==> src/hw/cfp_pkg.sv <==
package cfp_pkg;

    // widths
    localparam int PC_W    = 21;
    localparam int INST_W  = 16;
    localparam int DADDR_W = 12;
    localparam int DDATA_W = 8;
    localparam int BANK_W  = 4;
    localparam int OFFS_W  = 8;
    localparam int REG_AW  = 8;
    localparam int REG_DW  = 32;
    localparam int NUM_PTR = 3;
    localparam int NUM_BANKS = 16;

    // reset values
    localparam logic [PC_W-1:0]    PC_RST   = 21'h000000;
    localparam logic [BANK_W-1:0]  BANK_RST = 4'h0;
    localparam logic [DDATA_W-1:0] WORK_RST = 8'h00;
    localparam logic [INST_W-1:0]  NOP_WORD = 16'h0000;

    // program counter steps one instruction word of two bytes
    localparam logic [PC_W-1:0]    PC_STEP  = 21'h000002;

    // fast-access map split and the banks it lands in
    localparam logic [OFFS_W-1:0]  ACCESS_SPLIT   = 8'h80;
    localparam logic [BANK_W-1:0]  ACCESS_LO_BANK = 4'h0;
    localparam logic [BANK_W-1:0]  ACCESS_HI_BANK = 4'hf;

    // tag in the top four bits of every second instruction word
    localparam logic [3:0]         SECOND_TAG = 4'hf;

    // register offsets (byte addresses)
    localparam logic [REG_AW-1:0]  OFS_BANK_SELECT = 8'h00;
    localparam logic [REG_AW-1:0]  OFS_WORKING     = 8'h04;
    localparam logic [REG_AW-1:0]  OFS_STATUS      = 8'h08;
    localparam logic [REG_AW-1:0]  OFS_PC          = 8'h0c;
    localparam logic [REG_AW-1:0]  OFS_LATCH       = 8'h10;
    localparam logic [REG_AW-1:0]  OFS_PTR0        = 8'h14;
    localparam logic [REG_AW-1:0]  OFS_PTR1        = 8'h18;
    localparam logic [REG_AW-1:0]  OFS_PTR2        = 8'h1c;

    // opcode patterns
    localparam logic [7:0] OPC_JUMP      = 8'hef;
    localparam logic [6:0] OPC_CALL      = 7'h76;
    localparam logic [3:0] OPC_MOVE      = 4'hc;
    localparam logic [9:0] OPC_LOAD_PTR  = 10'h3b8;
    localparam logic [11:0] OPC_LOAD_BANK = 12'h010;
    localparam logic [7:0] OPC_LOAD_W    = 8'h0e;
    localparam logic [5:0] OPC_ADD_W     = 6'h09;
    localparam logic [6:0] OPC_STORE_W   = 7'h37;
    localparam logic [6:0] OPC_TEST_SKIP = 7'h33;
    localparam logic [4:0] OPC_BRANCH    = 5'h1a;

    typedef enum logic [3:0] {
        PH_FIRST  = 4'b0001,
        PH_SECOND = 4'b0010,
        PH_THIRD  = 4'b0100,
        PH_FOURTH = 4'b1000
    } cfp_phase_t;

    typedef enum logic [3:0] {
        OP_NOP       = 4'h0,
        OP_LOAD_W    = 4'h1,
        OP_LOAD_BANK = 4'h2,
        OP_ADD_W     = 4'h3,
        OP_STORE_W   = 4'h4,
        OP_TEST_SKIP = 4'h5,
        OP_BRANCH    = 4'h6,
        OP_JUMP      = 4'h7,
        OP_CALL      = 4'h8,
        OP_MOVE      = 4'h9,
        OP_LOAD_PTR  = 4'ha
    } cfp_op_t;

    function automatic cfp_op_t cfp_decode(input logic [INST_W-1:0] word);
        cfp_op_t op;
        op = OP_NOP;
        if (word[15:8] == OPC_JUMP)
            op = OP_JUMP;
        else if (word[15:9] == OPC_CALL)
            op = OP_CALL;
        else if (word[15:12] == OPC_MOVE)
            op = OP_MOVE;
        else if (word[15:6] == OPC_LOAD_PTR)
            op = OP_LOAD_PTR;
        else if (word[15:4] == OPC_LOAD_BANK)
            op = OP_LOAD_BANK;
        else if (word[15:8] == OPC_LOAD_W)
            op = OP_LOAD_W;
        else if (word[15:10] == OPC_ADD_W)
            op = OP_ADD_W;
        else if (word[15:9] == OPC_STORE_W)
            op = OP_STORE_W;
        else if (word[15:9] == OPC_TEST_SKIP)
            op = OP_TEST_SKIP;
        else if (word[15:11] == OPC_BRANCH)
            op = OP_BRANCH;
        return op;
    endfunction : cfp_decode

    function automatic logic cfp_two_word(input cfp_op_t op);
        return (op == OP_JUMP) || (op == OP_CALL) || (op == OP_MOVE) || (op == OP_LOAD_PTR);
    endfunction : cfp_two_word

    // banked or fast-access data address from the access bit and 8-bit operand
    function automatic logic [DADDR_W-1:0] cfp_bank_addr(
        input logic              banked,
        input logic [OFFS_W-1:0] offs,
        input logic [BANK_W-1:0] bank
    );
        logic [BANK_W-1:0] hi;
        hi = ACCESS_LO_BANK;
        if (banked)
            hi = bank;
        else if (offs >= ACCESS_SPLIT)
            hi = ACCESS_HI_BANK;
        return {hi, offs};
    endfunction : cfp_bank_addr

endpackage : cfp_pkg

==> src/hw/cfp_phase_gen.sv <==
`timescale 1ns/10ps

// divides the core clock into four one-hot phases
module cfp_phase_gen (
    input  wire logic                sys_clk_in,
    input  wire logic                resetn_in,
    output cfp_pkg::cfp_phase_t      phase_out
);

    typedef struct packed {
        cfp_pkg::cfp_phase_t phase;
    } cfp_phase_st_t;

    cfp_phase_st_t st_q;
    cfp_phase_st_t st_d;

    always_comb
    begin
        st_d = st_q;
        unique case (st_q.phase)
            cfp_pkg::PH_FIRST:  st_d.phase = cfp_pkg::PH_SECOND;
            cfp_pkg::PH_SECOND: st_d.phase = cfp_pkg::PH_THIRD;
            cfp_pkg::PH_THIRD:  st_d.phase = cfp_pkg::PH_FOURTH;
            cfp_pkg::PH_FOURTH: st_d.phase = cfp_pkg::PH_FIRST;
            default:            st_d.phase = cfp_pkg::PH_FIRST;
        endcase
    end

    always_ff @(posedge sys_clk_in or negedge resetn_in)
    begin
        if (!resetn_in)
            st_q.phase <= cfp_pkg::PH_FIRST;
        else
            st_q <= st_d;
    end

    assign phase_out = st_q.phase;

endmodule : cfp_phase_gen

==> src/hw/cfp_core.sv <==
// The register addresses and the address-and-strobe port were left to the implementer.
`timescale 1ns/10ps

// Operation
// RULE1 - clock divided into four one-hot phases
// RULE2 - counter advances first phase, fetch fourth
// RULE3 - latch loads first phase, executes afterwards
// RULE4 - operand read second, write fourth phase
// RULE5 - fetch overlaps execute, one per cycle
// RULE6 - counter change flushes fetched word, two cycles
// RULE7 - byte addressed, counter steps two, bit0 zero
// RULE8 - absolute word address loads counter bits 20:1
// RULE9 - relative offset counts words, doubled bytes
// RULE10 - four two-word instructions recognised
// RULE11 - second word tagged 1111, 12-bit literal
// RULE12 - tagged word alone acts as no-operation
// RULE13 - 12-bit data address, sixteen 256-byte banks
// RULE14 - unimplemented locations read as zero
// RULE15 - fast-access region skips bank select
// RULE16 - bank select supplies upper four bits
// RULE17 - bank select upper bits read zero
// RULE18 - load bank literal writes bank select
// RULE19 - unimplemented bank: drop write, zero, flags
// RULE20 - register move uses full 12-bit addresses
// RULE21 - access bit picks banked or fast map
// RULE22 - second word held for paired execution
module cfp_core #(
    parameter logic [cfp_pkg::NUM_BANKS-1:0] IMPL_BANKS = 16'hffff
) (
    input  wire logic                          sys_clk_in,
    input  wire logic                          resetn_in,
    output logic [cfp_pkg::PC_W-1:0]           pm_addr_out,
    input  wire logic [cfp_pkg::INST_W-1:0]    pm_data_in,
    output logic [cfp_pkg::DADDR_W-1:0]        dm_addr_out,
    output logic                               dm_rd_out,
    input  wire logic [cfp_pkg::DDATA_W-1:0]   dm_rdata_in,
    output logic                               dm_wr_out,
    output logic [cfp_pkg::DDATA_W-1:0]        dm_wdata_out,
    output cfp_pkg::cfp_phase_t                phase_out,
    input  wire logic [cfp_pkg::REG_AW-1:0]    reg_addr_in,
    input  wire logic [cfp_pkg::REG_DW-1:0]    reg_wdata_in,
    input  wire logic                          reg_wr_in,
    input  wire logic                          reg_rd_in,
    output logic [cfp_pkg::REG_DW-1:0]         reg_rdata_out
);

    typedef struct packed {
        logic [cfp_pkg::PC_W-1:0]                            pc;
        logic [cfp_pkg::PC_W-1:0]                            pm_addr;
        logic [cfp_pkg::INST_W-1:0]                          fetch;
        logic                                                fetch_flush;
        logic [cfp_pkg::INST_W-1:0]                          latch;
        logic                                                latch_valid;
        logic [cfp_pkg::INST_W-1:0]                          first;
        logic                                                paired;
        logic [cfp_pkg::BANK_W-1:0]                          bank;
        logic [cfp_pkg::DDATA_W-1:0]                         work;
        logic                                                zero;
        logic                                                carry;
        logic [cfp_pkg::DDATA_W-1:0]                         operand;
        logic [cfp_pkg::DDATA_W-1:0]                         move_hold;
        logic [cfp_pkg::NUM_PTR-1:0][cfp_pkg::DADDR_W-1:0]   ptr;
        logic [cfp_pkg::DADDR_W-1:0]                         dm_addr;
        logic                                                dm_rd;
        logic                                                dm_wr;
        logic [cfp_pkg::DDATA_W-1:0]                         dm_wdata;
        logic [cfp_pkg::REG_DW-1:0]                          rdata;
    } cfp_core_st_t;

    cfp_core_st_t        st_q;
    cfp_core_st_t        st_d;
    cfp_pkg::cfp_phase_t phase;

    cfp_phase_gen u_phase (
        .sys_clk_in (sys_clk_in),
        .resetn_in  (resetn_in),
        .phase_out  (phase)
    ); // RULE1

    function automatic logic bank_ok(input logic [cfp_pkg::DADDR_W-1:0] addr);
        return IMPL_BANKS[addr[cfp_pkg::DADDR_W-1 -: cfp_pkg::BANK_W]];
    endfunction : bank_ok

    always_comb
    begin
        cfp_pkg::cfp_op_t             op_next;
        cfp_pkg::cfp_op_t             op_cur;
        cfp_pkg::cfp_op_t             op_first;
        logic [cfp_pkg::DDATA_W-1:0]  rd_val;
        logic [cfp_pkg::DDATA_W:0]    sum;
        logic [cfp_pkg::PC_W-1:0]     disp;
        op_next  = cfp_pkg::OP_NOP;
        op_cur   = cfp_pkg::OP_NOP;
        op_first = cfp_pkg::cfp_decode(st_q.first);
        rd_val   = '0;
        sum      = '0;
        disp     = '0;

        st_d          = st_q;
        st_d.dm_rd    = 1'b0;
        st_d.dm_wr    = 1'b0;
        st_d.rdata    = '0;

        // a tagged word executes only as partner of its first word
        if (st_q.latch_valid && !st_q.paired)
            op_cur = cfp_pkg::cfp_decode(st_q.latch); // RULE12

        unique case (phase)
            cfp_pkg::PH_FIRST:
            begin
                st_d.pm_addr = st_q.pc;
                st_d.pc      = st_q.pc + cfp_pkg::PC_STEP; // RULE2 RULE7
                st_d.latch       = st_q.fetch_flush ? cfp_pkg::NOP_WORD : st_q.fetch; // RULE3 RULE6
                st_d.latch_valid = !st_q.fetch_flush;
                st_d.first       = st_q.latch; // RULE22
                st_d.paired      = st_q.latch_valid && !st_q.paired && !st_q.fetch_flush
                                   && cfp_pkg::cfp_two_word(cfp_pkg::cfp_decode(st_q.latch))
                                   && (st_q.fetch[15:12] == cfp_pkg::SECOND_TAG); // RULE10 RULE11 RULE22
                if (!st_q.fetch_flush && !st_d.paired)
                    op_next = cfp_pkg::cfp_decode(st_q.fetch);
                unique case (op_next)
                    cfp_pkg::OP_ADD_W, cfp_pkg::OP_TEST_SKIP:
                    begin
                        st_d.dm_rd   = 1'b1; // RULE4
                        st_d.dm_addr = cfp_pkg::cfp_bank_addr(st_q.fetch[8], st_q.fetch[7:0],
                                                              st_q.bank); // RULE15 RULE16 RULE21
                    end
                    cfp_pkg::OP_MOVE:
                    begin
                        st_d.dm_rd   = 1'b1;
                        st_d.dm_addr = st_q.fetch[cfp_pkg::DADDR_W-1:0]; // RULE20
                    end
                    default:
                    begin
                    end
                endcase
            end
            cfp_pkg::PH_SECOND:
            begin
            end
            cfp_pkg::PH_THIRD:
            begin
                // read data stands in the cycle after the strobe
                if (bank_ok(st_q.dm_addr))
                    rd_val = dm_rdata_in; // RULE13
                else
                    rd_val = '0; // RULE14 RULE19
                st_d.operand = rd_val;
                sum = {1'b0, st_q.work} + {1'b0, rd_val};
                unique case (op_cur)
                    cfp_pkg::OP_ADD_W:
                    begin
                        if (st_q.latch[9])
                        begin
                            st_d.dm_wr    = bank_ok(st_q.dm_addr); // RULE4 RULE19
                            st_d.dm_wdata = sum[cfp_pkg::DDATA_W-1:0];
                        end
                    end
                    cfp_pkg::OP_STORE_W:
                    begin
                        st_d.dm_addr  = cfp_pkg::cfp_bank_addr(st_q.latch[8], st_q.latch[7:0],
                                                               st_q.bank); // RULE16 RULE21
                        st_d.dm_wr    = bank_ok(st_d.dm_addr); // RULE19
                        st_d.dm_wdata = st_q.work;
                    end
                    cfp_pkg::OP_MOVE:
                        st_d.move_hold = rd_val;
                    default:
                    begin
                    end
                endcase
                if (st_q.paired && op_first == cfp_pkg::OP_MOVE)
                begin
                    st_d.dm_addr  = st_q.latch[cfp_pkg::DADDR_W-1:0]; // RULE20
                    st_d.dm_wr    = bank_ok(st_d.dm_addr); // RULE19
                    st_d.dm_wdata = st_q.move_hold;
                end
            end
            cfp_pkg::PH_FOURTH:
            begin
                // next word captured while the current one finishes
                st_d.fetch       = pm_data_in; // RULE2 RULE5
                st_d.fetch_flush = 1'b0;
                sum  = {1'b0, st_q.work} + {1'b0, st_q.operand};
                disp = {{(cfp_pkg::PC_W-12){st_q.latch[10]}}, st_q.latch[10:0], 1'b0}; // RULE9
                if (st_q.paired && op_first == cfp_pkg::OP_LOAD_PTR
                    && st_q.first[5:4] < 2'(cfp_pkg::NUM_PTR))
                    st_d.ptr[st_q.first[5:4]] = {st_q.first[3:0], st_q.latch[7:0]}; // RULE11
                unique case (op_cur)
                    cfp_pkg::OP_LOAD_W:
                        st_d.work = st_q.latch[7:0];
                    cfp_pkg::OP_LOAD_BANK:
                        st_d.bank = st_q.latch[cfp_pkg::BANK_W-1:0]; // RULE18
                    cfp_pkg::OP_ADD_W:
                    begin
                        // flags follow the result even when the bank is absent
                        st_d.zero  = (sum[cfp_pkg::DDATA_W-1:0] == '0); // RULE19
                        st_d.carry = sum[cfp_pkg::DDATA_W];
                        if (!st_q.latch[9])
                            st_d.work = sum[cfp_pkg::DDATA_W-1:0];
                    end
                    cfp_pkg::OP_TEST_SKIP:
                    begin
                        // discarding the fetched word skips it
                        if (st_q.operand == '0)
                            st_d.fetch_flush = 1'b1; // RULE12
                    end
                    cfp_pkg::OP_BRANCH:
                    begin
                        st_d.pc          = st_q.pm_addr + disp; // RULE9
                        st_d.fetch_flush = 1'b1; // RULE6
                    end
                    cfp_pkg::OP_JUMP, cfp_pkg::OP_CALL:
                    begin
                        // second word is on the fetch bus in this phase
                        st_d.pc          = {pm_data_in[11:0], st_q.latch[7:0], 1'b0}; // RULE8
                        st_d.fetch_flush = 1'b1; // RULE6
                    end
                    default:
                    begin
                    end
                endcase
            end
            default:
            begin
            end
        endcase

        // bus write lands after the instruction update and so wins
        if (reg_wr_in)
        begin
            unique case (reg_addr_in)
                cfp_pkg::OFS_BANK_SELECT: st_d.bank = reg_wdata_in[cfp_pkg::BANK_W-1:0]; // RULE17
                cfp_pkg::OFS_WORKING:     st_d.work = reg_wdata_in[cfp_pkg::DDATA_W-1:0];
                default:
                begin
                end
            endcase
        end

        if (reg_rd_in)
        begin
            unique case (reg_addr_in)
                cfp_pkg::OFS_BANK_SELECT: st_d.rdata = {28'h0000000, st_q.bank}; // RULE17
                cfp_pkg::OFS_WORKING:     st_d.rdata = {24'h000000, st_q.work};
                cfp_pkg::OFS_STATUS:      st_d.rdata = {28'h0000000, st_q.paired, st_q.latch_valid,
                                                        st_q.carry, st_q.zero};
                cfp_pkg::OFS_PC:          st_d.rdata = {11'h000, st_q.pc};
                cfp_pkg::OFS_LATCH:       st_d.rdata = {16'h0000, st_q.latch};
                cfp_pkg::OFS_PTR0:        st_d.rdata = {20'h00000, st_q.ptr[0]};
                cfp_pkg::OFS_PTR1:        st_d.rdata = {20'h00000, st_q.ptr[1]};
                cfp_pkg::OFS_PTR2:        st_d.rdata = {20'h00000, st_q.ptr[2]};
                default:                  st_d.rdata = '0;
            endcase
        end
    end

    always_ff @(posedge sys_clk_in or negedge resetn_in)
    begin
        if (!resetn_in)
        begin
            st_q             <= '0;
            st_q.pc          <= cfp_pkg::PC_RST;
            st_q.bank        <= cfp_pkg::BANK_RST;
            st_q.work        <= cfp_pkg::WORK_RST;
            st_q.fetch       <= cfp_pkg::NOP_WORD;
            st_q.fetch_flush <= 1'b1;
            st_q.latch       <= cfp_pkg::NOP_WORD;
        end
        else
        begin
            st_q <= st_d;
        end
    end

    assign pm_addr_out   = st_q.pm_addr;
    assign dm_addr_out   = st_q.dm_addr;
    assign dm_rd_out     = st_q.dm_rd;
    assign dm_wr_out     = st_q.dm_wr;
    assign dm_wdata_out  = st_q.dm_wdata;
    assign phase_out     = phase;
    assign reg_rdata_out = st_q.rdata;

endmodule : cfp_core

==> config.mk <==
export PLATFORM = sky130hd
export DESIGN_NAME = cfp_core
export DESIGN_NICKNAME = d
export VERILOG_FILES = /design/src/hw/cfp_pkg.sv /design/src/hw/cfp_phase_gen.sv /design/src/hw/cfp_core.sv
export SDC_FILE = /design/constraint.sdc
export NUM_CORES = 1
export LEC_CHECK = 0
export BUFFER_PORTS_ARGS = -buffer_cell sky130_fd_sc_hd__buf_2
export CAP_MARGIN = 20
export CORE_MARGIN = 3
export CORE_UTILIZATION = 40
export CTS_BUF_LIST = sky130_fd_sc_hd__clkbuf_16
export CTS_CLUSTER_SIZE = 8
export DETAILED_ROUTE_END_ITERATION = 6
export MAX_ROUTING_LAYER = met4
export PLACE_DENSITY_LB_ADDON = 0.1
export SLEW_MARGIN = 20
export SYNTH_ARGS = -nofsm -noshare
export SYNTH_HDL_FRONTEND = slang
export SYNTH_SLANG_ARGS = --single-unit
==> constraint.sdc <==
create_clock -name sys_clk_in -period 2.56 [get_ports sys_clk_in]
set_clock_uncertainty 0.05 [all_clocks]
set_input_delay 0.128 -clock sys_clk_in [delete_from_list [all_inputs] [get_ports sys_clk_in]]
set_output_delay 0.128 -clock sys_clk_in [all_outputs]
set_load 0.005 [all_outputs]
# == Word-level counts from Yosys, hierarchy flattened ==
# Memory sizes are Yosys's and may differ from the RTL's.
# Cells that the tools add are included.
# op_classes
n_eq_ne,64
n_lt_le_gt_ge,8
reduce_logical,30
add_sub_neg,4
muxes,73
# ops
op,count
$pmux W21 S8,1
$mux W4,28
$pmux W21 S2,2
$eq A4 B4 Y1 const B,13
$mux W12,4
$eq A7 B6 Y1 const B,6
$mux W3,14
$eq A8 B4 Y1 const B,5
$bwmux W36,1
$eq A12 B5 Y1 const B,3
$eq A8 B5 Y1 const B,4
$mux W8,4
$eq A10 B10 Y1 const B,3
$eq A4 B3 Y1 const B,7
$mux W9,3
$pmux W13 S2,1
$demux W12 S2,1
$eq A8 B8 Y1 const B,3
$logic_not A8 Y1,3
$pmux W12 S2,1
$add A21 B2 Y21 const B,1
$add A21 B21 Y21,1
$eq A7 B7 Y1 const B,3
$mux W21,1
other kinds (31),66
# totals
mem_bits_ro,48
input_bits,68
word_cells,205
output_inout_bits,79
regBits,217
n_memories,3
# mem_list
memory,depth,width,read_ports,rd_ports_with_merged_regs,write_ports,line_no,source
(name not given),16,1,1,0,0,cfp_core.sv:81,return IMPL_BANKS[addr[cfp_pkg::DADDR_W-1 -: cfp_pkg::BANK_W]];
(name not given),16,1,1,0,0,cfp_core.sv:81,
(name not given),16,1,1,0,0,cfp_core.sv:81,

# == Longest topological paths before layout ==
# depth
word_depth,26
mapped_depth,10

# == Cells and area by module ==
# A second synthesis with hierarchy kept.
# unflattened
hier_cells,1335
hier_area_um2,12187.9
# modules_own_cells
mod,area_per_inst_um2,n_inst,seq_area_each_um2,cells_each
cfp_core,12035.3,1,5056.1,1324
cfp_phase_gen,152.6,1,101.3,11

# == Worst setup path before layout ==
# Ideal clock, no wire load.
# synth_path
path_type,register to register
from,reg st_q[148] (netlist bit)
to,reg st_q (netlist bit dm_addr_out[10])
setup_slack_ns,0.035
n_path_buf,2
arrival_time_ns,2.350
path_stages_with_launch,9
path_cell_list,dfrtp_1 buf_4 nand2_1 o32ai_1 nand2_1 nor4b_4 o31a_2 buf_6 mux2_2
# synth_via
elab_chain_cells,25
word_cells_on_any_way,43
cone_classes,eq/ne (18); mux (16); reduce/logical (9)
# synth_rtl
element,line_no,source
from (decl),cfp_core.sv:70,cfp_core_st_t st_q;
from (signal assigned),cfp_core.sv:272,st_q <= st_d;
$eq A7 B6 Y1,cfp_pkg.sv:94,else if (word[15:9] == OPC_TEST_SKIP)
$mux W3,cfp_pkg.sv:94,
$mux W4,cfp_pkg.sv:92,else if (word[15:9] == OPC_STORE_W)
$mux W4,cfp_pkg.sv:90,else if (word[15:10] == OPC_ADD_W)
$mux W4,cfp_pkg.sv:88,else if (word[15:8] == OPC_LOAD_W)
$mux W4,cfp_pkg.sv:86,else if (word[15:4] == OPC_LOAD_BANK)
$mux W4,cfp_pkg.sv:84,else if (word[15:6] == OPC_LOAD_PTR)
$mux W4,cfp_pkg.sv:82,else if (word[15:12] == OPC_MOVE)
[... 9 more ...],-,
$logic_not A1 Y1,cfp_core.sv:119,if (!st_q.fetch_flush && !st_d.paired)
$logic_and A1 B1 Y1,cfp_core.sv:119,
$mux W4,cfp_core.sv:119,
$mux W4,cfp_core.sv:108,unique case (phase)
$eq A4 B2 Y1 or $eq A4 B3 Y1 (tied branches),cfp_core.sv:121,unique case (op_next)
$reduce_or A2 Y1,cfp_core.sv:121,
$pmux W13 S2 or $ne A3 B3 Y1 (tied branches),-,
$pmux W12 S2 or $reduce_and A3 Y1 (tied branches),-,
# Parallel ways exist; a longest one is shown, timed or not. The select of a mux whose other input is x is not followed.
# A chain may end at the register's enable or synchronous reset.

# == Worst setup path after layout ==
# layout_path
from,reg st_q[146] (netlist bit)
to,reg st_q (netlist bit dm_addr_out[9])
# layout_via
elab_chain_cells,22
word_cells_on_any_way,40
cone_classes,eq/ne (14); mux (17); reduce/logical (9)
# layout_rtl
element,line_no,source
$eq A8 B4 Y1,cfp_pkg.sv:88,
$mux W4,cfp_pkg.sv:88,
$mux W4,cfp_pkg.sv:86,
$mux W4,cfp_pkg.sv:84,
$mux W4,cfp_pkg.sv:82,
$mux W4,cfp_pkg.sv:80,else if (word[15:9] == OPC_CALL)
$mux W4,cfp_pkg.sv:78,if (word[15:8] == OPC_JUMP)
$mux W4,cfp_core.sv:108,
[... 6 more ...],-,
$logic_not A1 Y1,cfp_core.sv:119,
$logic_and A1 B1 Y1,cfp_core.sv:119,
$mux W4,cfp_core.sv:119,
$mux W4,cfp_core.sv:108,
$eq A4 B2 Y1 or $eq A4 B3 Y1 (tied branches),cfp_core.sv:121,
$reduce_or A2 Y1,cfp_core.sv:121,
$pmux W13 S2 or $ne A3 B3 Y1 (tied branches),-,
$pmux W12 S2 or $reduce_and A3 Y1 (tied branches),-,
# Parallel ways exist; a longest one is shown, timed or not. The select of a mux whose other input is x is not followed.

==> impl_metrics.py <==
metrics = {
    "status": {
        "status": "finished, final reports clean",
    },
    "pwr": {
        "seqPwrFrac_pct": 38.6,
        "clockPowerShare_pct": 32.1,
        "irDropWorstVdd_mv": 0.448,
        "switching_power_uw": 3670,
        "p_total_uw": 11000,
        "pwr-share-comb_pct": 29.4,
        "p_int_uw": 7360,
        "power.density_nw_per_um2": 743,
        "p_leak_uw": 0.00681,
        "switching_share_pct": 33.3,
    },
    "worst_setup_path": {
        "max_stage_delay_ns": 0.44,
        "path_buf_inv": 2,
        "r2r_slack_ns": 0.03,
        "crit_family": "compound AO/OA/AOI/OAI gates",
        "crit_fanout": 9,
        "rr_startpoint": "st_q[146]",
        "crit_type": "flip-flop to flip-flop",
        "required_ns": 2.94,
        "cp-end-kind": "flip-flop",
        "crit_top_cell": "buf_4",
        "critical_path_depth": 8,
        "reg2reg_depth": 8,
        "cpMaxStageDelayCell": "dfrtp_2",
        "start_kind": "flip-flop",
        "critPathArrivalTime_ns": 2.91,
        "r2r_end": "dm_addr_out[9]",
        "path_cells": "buf_4 -> a21boi_0 -> o32ai_4 -> nand2_2 -> buf_4 -> nor4b_4 -> o31a_2 -> mux2_2",
    },
    "clocking": {
        "h-tree-depth": 1,
        "tritoncts": "yes",
        "clockRootBuffer": "clkbuf_16",
        "insertion_delay_ns": 0.54,
        "ctsLongestPathBuffers": 3,
        "path_clk_slew_ns": 0.05,
        "cts.sinks": 206,
        "cts_buffers": 30,
    },
    "placed_design": {
        "port_buffers": 111,
        "dp.cells": 1803,
        "place_congestion": 0.930,
        "dp.final_hpwl_um": 28200,
    },
    "synth": {
        "synth_edf_count": 0,
        "synth-xor-area-share_pct": 1.69,
        "synth_top_area_cell": "dfrtp_1",
        "synth_area_leaders": "dfrtp_1 (43%), nand2_1 (7.6%), mux2_2 (5.2%), buf_4 (4.7%), ha_1 (3.7%)",
        "synth_top_cells_by_count": "nand2_1 (242), dfrtp_1 (204), nor2_1 (82)",
        "synth_top_family_by_area": "simple AND/OR/NAND/NOR gates",
        "avgSynthCellArea_sq_um": 9.24,
        "synth_top_area_share_pct": 42.8,
        "synthDistinctLibCells": 81,
        "netlist_area_sq_um": 11900,
        "synthSimpleGateAreaFrac_pct": 19.0,
        "async_flop_share_pct": 100,
        "ys_seq_elements": 206,
        "synth-compound-area-share_pct": 17.9,
        "synth_adder_area_share_pct": 4.18,
        "yosysMostFrequentCell": "nand2_1",
        "syn_inst": 1291,
        "synthMuxAreaShare_pct": 6.29,
        "ys.flop_type": "dfrtp_1",
        "ys_seq_area_share_pct": 43.3,
        "yosysWarnings": 0,
    },
    "sta": {
        "worst_hold_slack_ns": 0.0327,
        "setup_viol": 0,
        "slew_headroom_pct": 53.0,
        "rsz0062_at_grt": "yes",
        "maxSlewViolCount": 0,
        "min_period_ns": 2.53,
        "tightest_slew_ns": 0.703,
        "hold_viol": 0,
        "timing.fmax_mhz": 395,
        "finalCritPeriodShare_pct": 98.8,
    },
    "die": {
        "rows": 62,
        "die_w_um": 179,
        "dieArea_sq_um": 31900,
        "start_util_pct": 41.1,
        "ios": 147,
        "die_h_um": 179,
        "core_sq_um": 29000,
    },
    "global_route": {
        "antenna_found_initial": 0,
        "grt_max_degree": 79,
        "grt-ovfl-total": 0,
        "grt_pass1_wl_um": 58800,
        "grtUsageTotal_pct": 24.6,
        "grt_pass1_vias": 10074,
    },
    "min_path": {
        "min-delay-start": "reg_wr_in",
        "hold_depth": 3,
        "hp-class": "input port to flip-flop",
        "worstHoldEndpoint": "st_q[117]",
    },
    "detailed_routing": {
        "viasPerCell": 5.56,
        "drt_wl_total_um": 38600,
        "via_count": 10506,
        "wl_per_cell_um": 20.4,
        "antenna_left": 0,
        "drc": 0,
        "drt_iter0_drc": 850,
        "first_pass_iters": 5,
    },
    "layout": {
        "utilization_pct": 51.1,
        "area.sequential_sq_um": 5170,
        "diodes": 0,
        "syn_to_final_growth_pct": 24.4,
        "drive_gt1_share_pct": 28.1,
        "multi_input_area_sq_um": 6100,
        "final.fill_count": 2760,
        "fin_cells": 1891,
        "nNetsFinal": 1601,
    },
    "job": {
        "maxCapViolCount": 0,
    },
}
==> cells in the final DEF, fill, tap and decap left out, types with 14 or more instances in the layout <==
cell,netlist,routed
nand3b_1,19,19
a21oi_1,62,55
inv_1,18,28
ha_1,35,34
nand3_1,27,27
o21ai_0,69,60
nand2_1,242,240
dfrtp_1,204,195
a31oi_1,20,20
nor4_1,20,16
buf_4,75,148
buf_2,13,111
a221oi_1,16,14
a22oi_1,43,43
dlygate4sd3_1,0,34
clkbuf_16,0,31
mux2_2,55,55
xnor2_1,15,15
nor2_1,82,82
==> how the worst max path moves through the flow <==
stage | slack (ns) | endpoint | from
floorplan | 0.04 | dm_addr_out[10] | st_q[148]
global placement | -0.20 | dm_wdata_out[7] | st_q[109]
detailed placement | -0.26 | dm_wdata_out[7] | st_q[109]
CTS | -0.02 | st_q[199] | st_q[145]
global route | -0.06 | st_q[199] | st_q[149]
finish | 0.03 | dm_addr_out[9] | st_q[146]
==> final cells by class <==
type	count	area share, %
clock inverter	13	0.354
sequential	206	34.8
inverter	18	0.456
multi-input combinational	935	41.1
clock buffer	31	5.23
tap	384	3.24
timing repair buffer	304	14.8
==> sequential cells by signal (all words and copies together), names as in the netlist <==
name / cells
pm_addr_out: 21
dm_rd_out: 1
u_phase.phase_out: 4
reg_rdata_out: 21
dm_wr_out: 1
dm_addr_out: 12
dm_wdata_out: 8
st_q: 138
==> power by group through the flow <==
stage          Sequential [uW]  Clock (uW)  Combinational [uW]
4_1_cts                   4240        3620                3150
3_3_place_gp              4280           0                3040
6_report                  4250        3530                3240
2_1_floorplan             4080           0                2110
3_5_place_dp              4280           0                3060
5_1_grt                   4310        3760                3600
==> metal layers <==
layer  up-vias  wire length, um  GRT usage (%)
met5         -                0              -
met4         0             1300           7.50
met3        84             1670           2.60
met2       302            17400           37.1
met1      5162            18300           35.1
li1       4958                -              -
==> tightest hold or removal path, stage by stage <==
cell and delay [ns]:
buf_2 0.08, and2_1 0.26, o21ai_1 0.11
==> cells by family after synthesis <==
logic type	after synthesis
flops	206
simple gates	482
buf+inv	160
fa+ha+maj	38
compound gates	313
xor+xnor	23
mux	68
other cells	1
==> timing repair <==
item | in CTS | in global routing
pin swaps | 0 | 13
endpoints found under the setup margin | 35 | 53
hold buffers | 34 | 0
hold endpoints to repair | 130 | 0
buffers inserted | 0 | 10
resized for setup | 16 | 45
==> stage by stage <==
stage / area (sq um) / setup WS (ns) / TNS [ns]
finish: 14800 / 0.0296 / 0
global route: 14800 / -0.0640 / -0.734
CTS: 14600 / -0.0182 / -0.0182
detailed placement: 13400 / -0.257 / -1.75
global placement: 13400 / -0.205 / -0.610
floorplan: 12000 / 0.0354 / 0
Power figures use the tool's default switching activity.
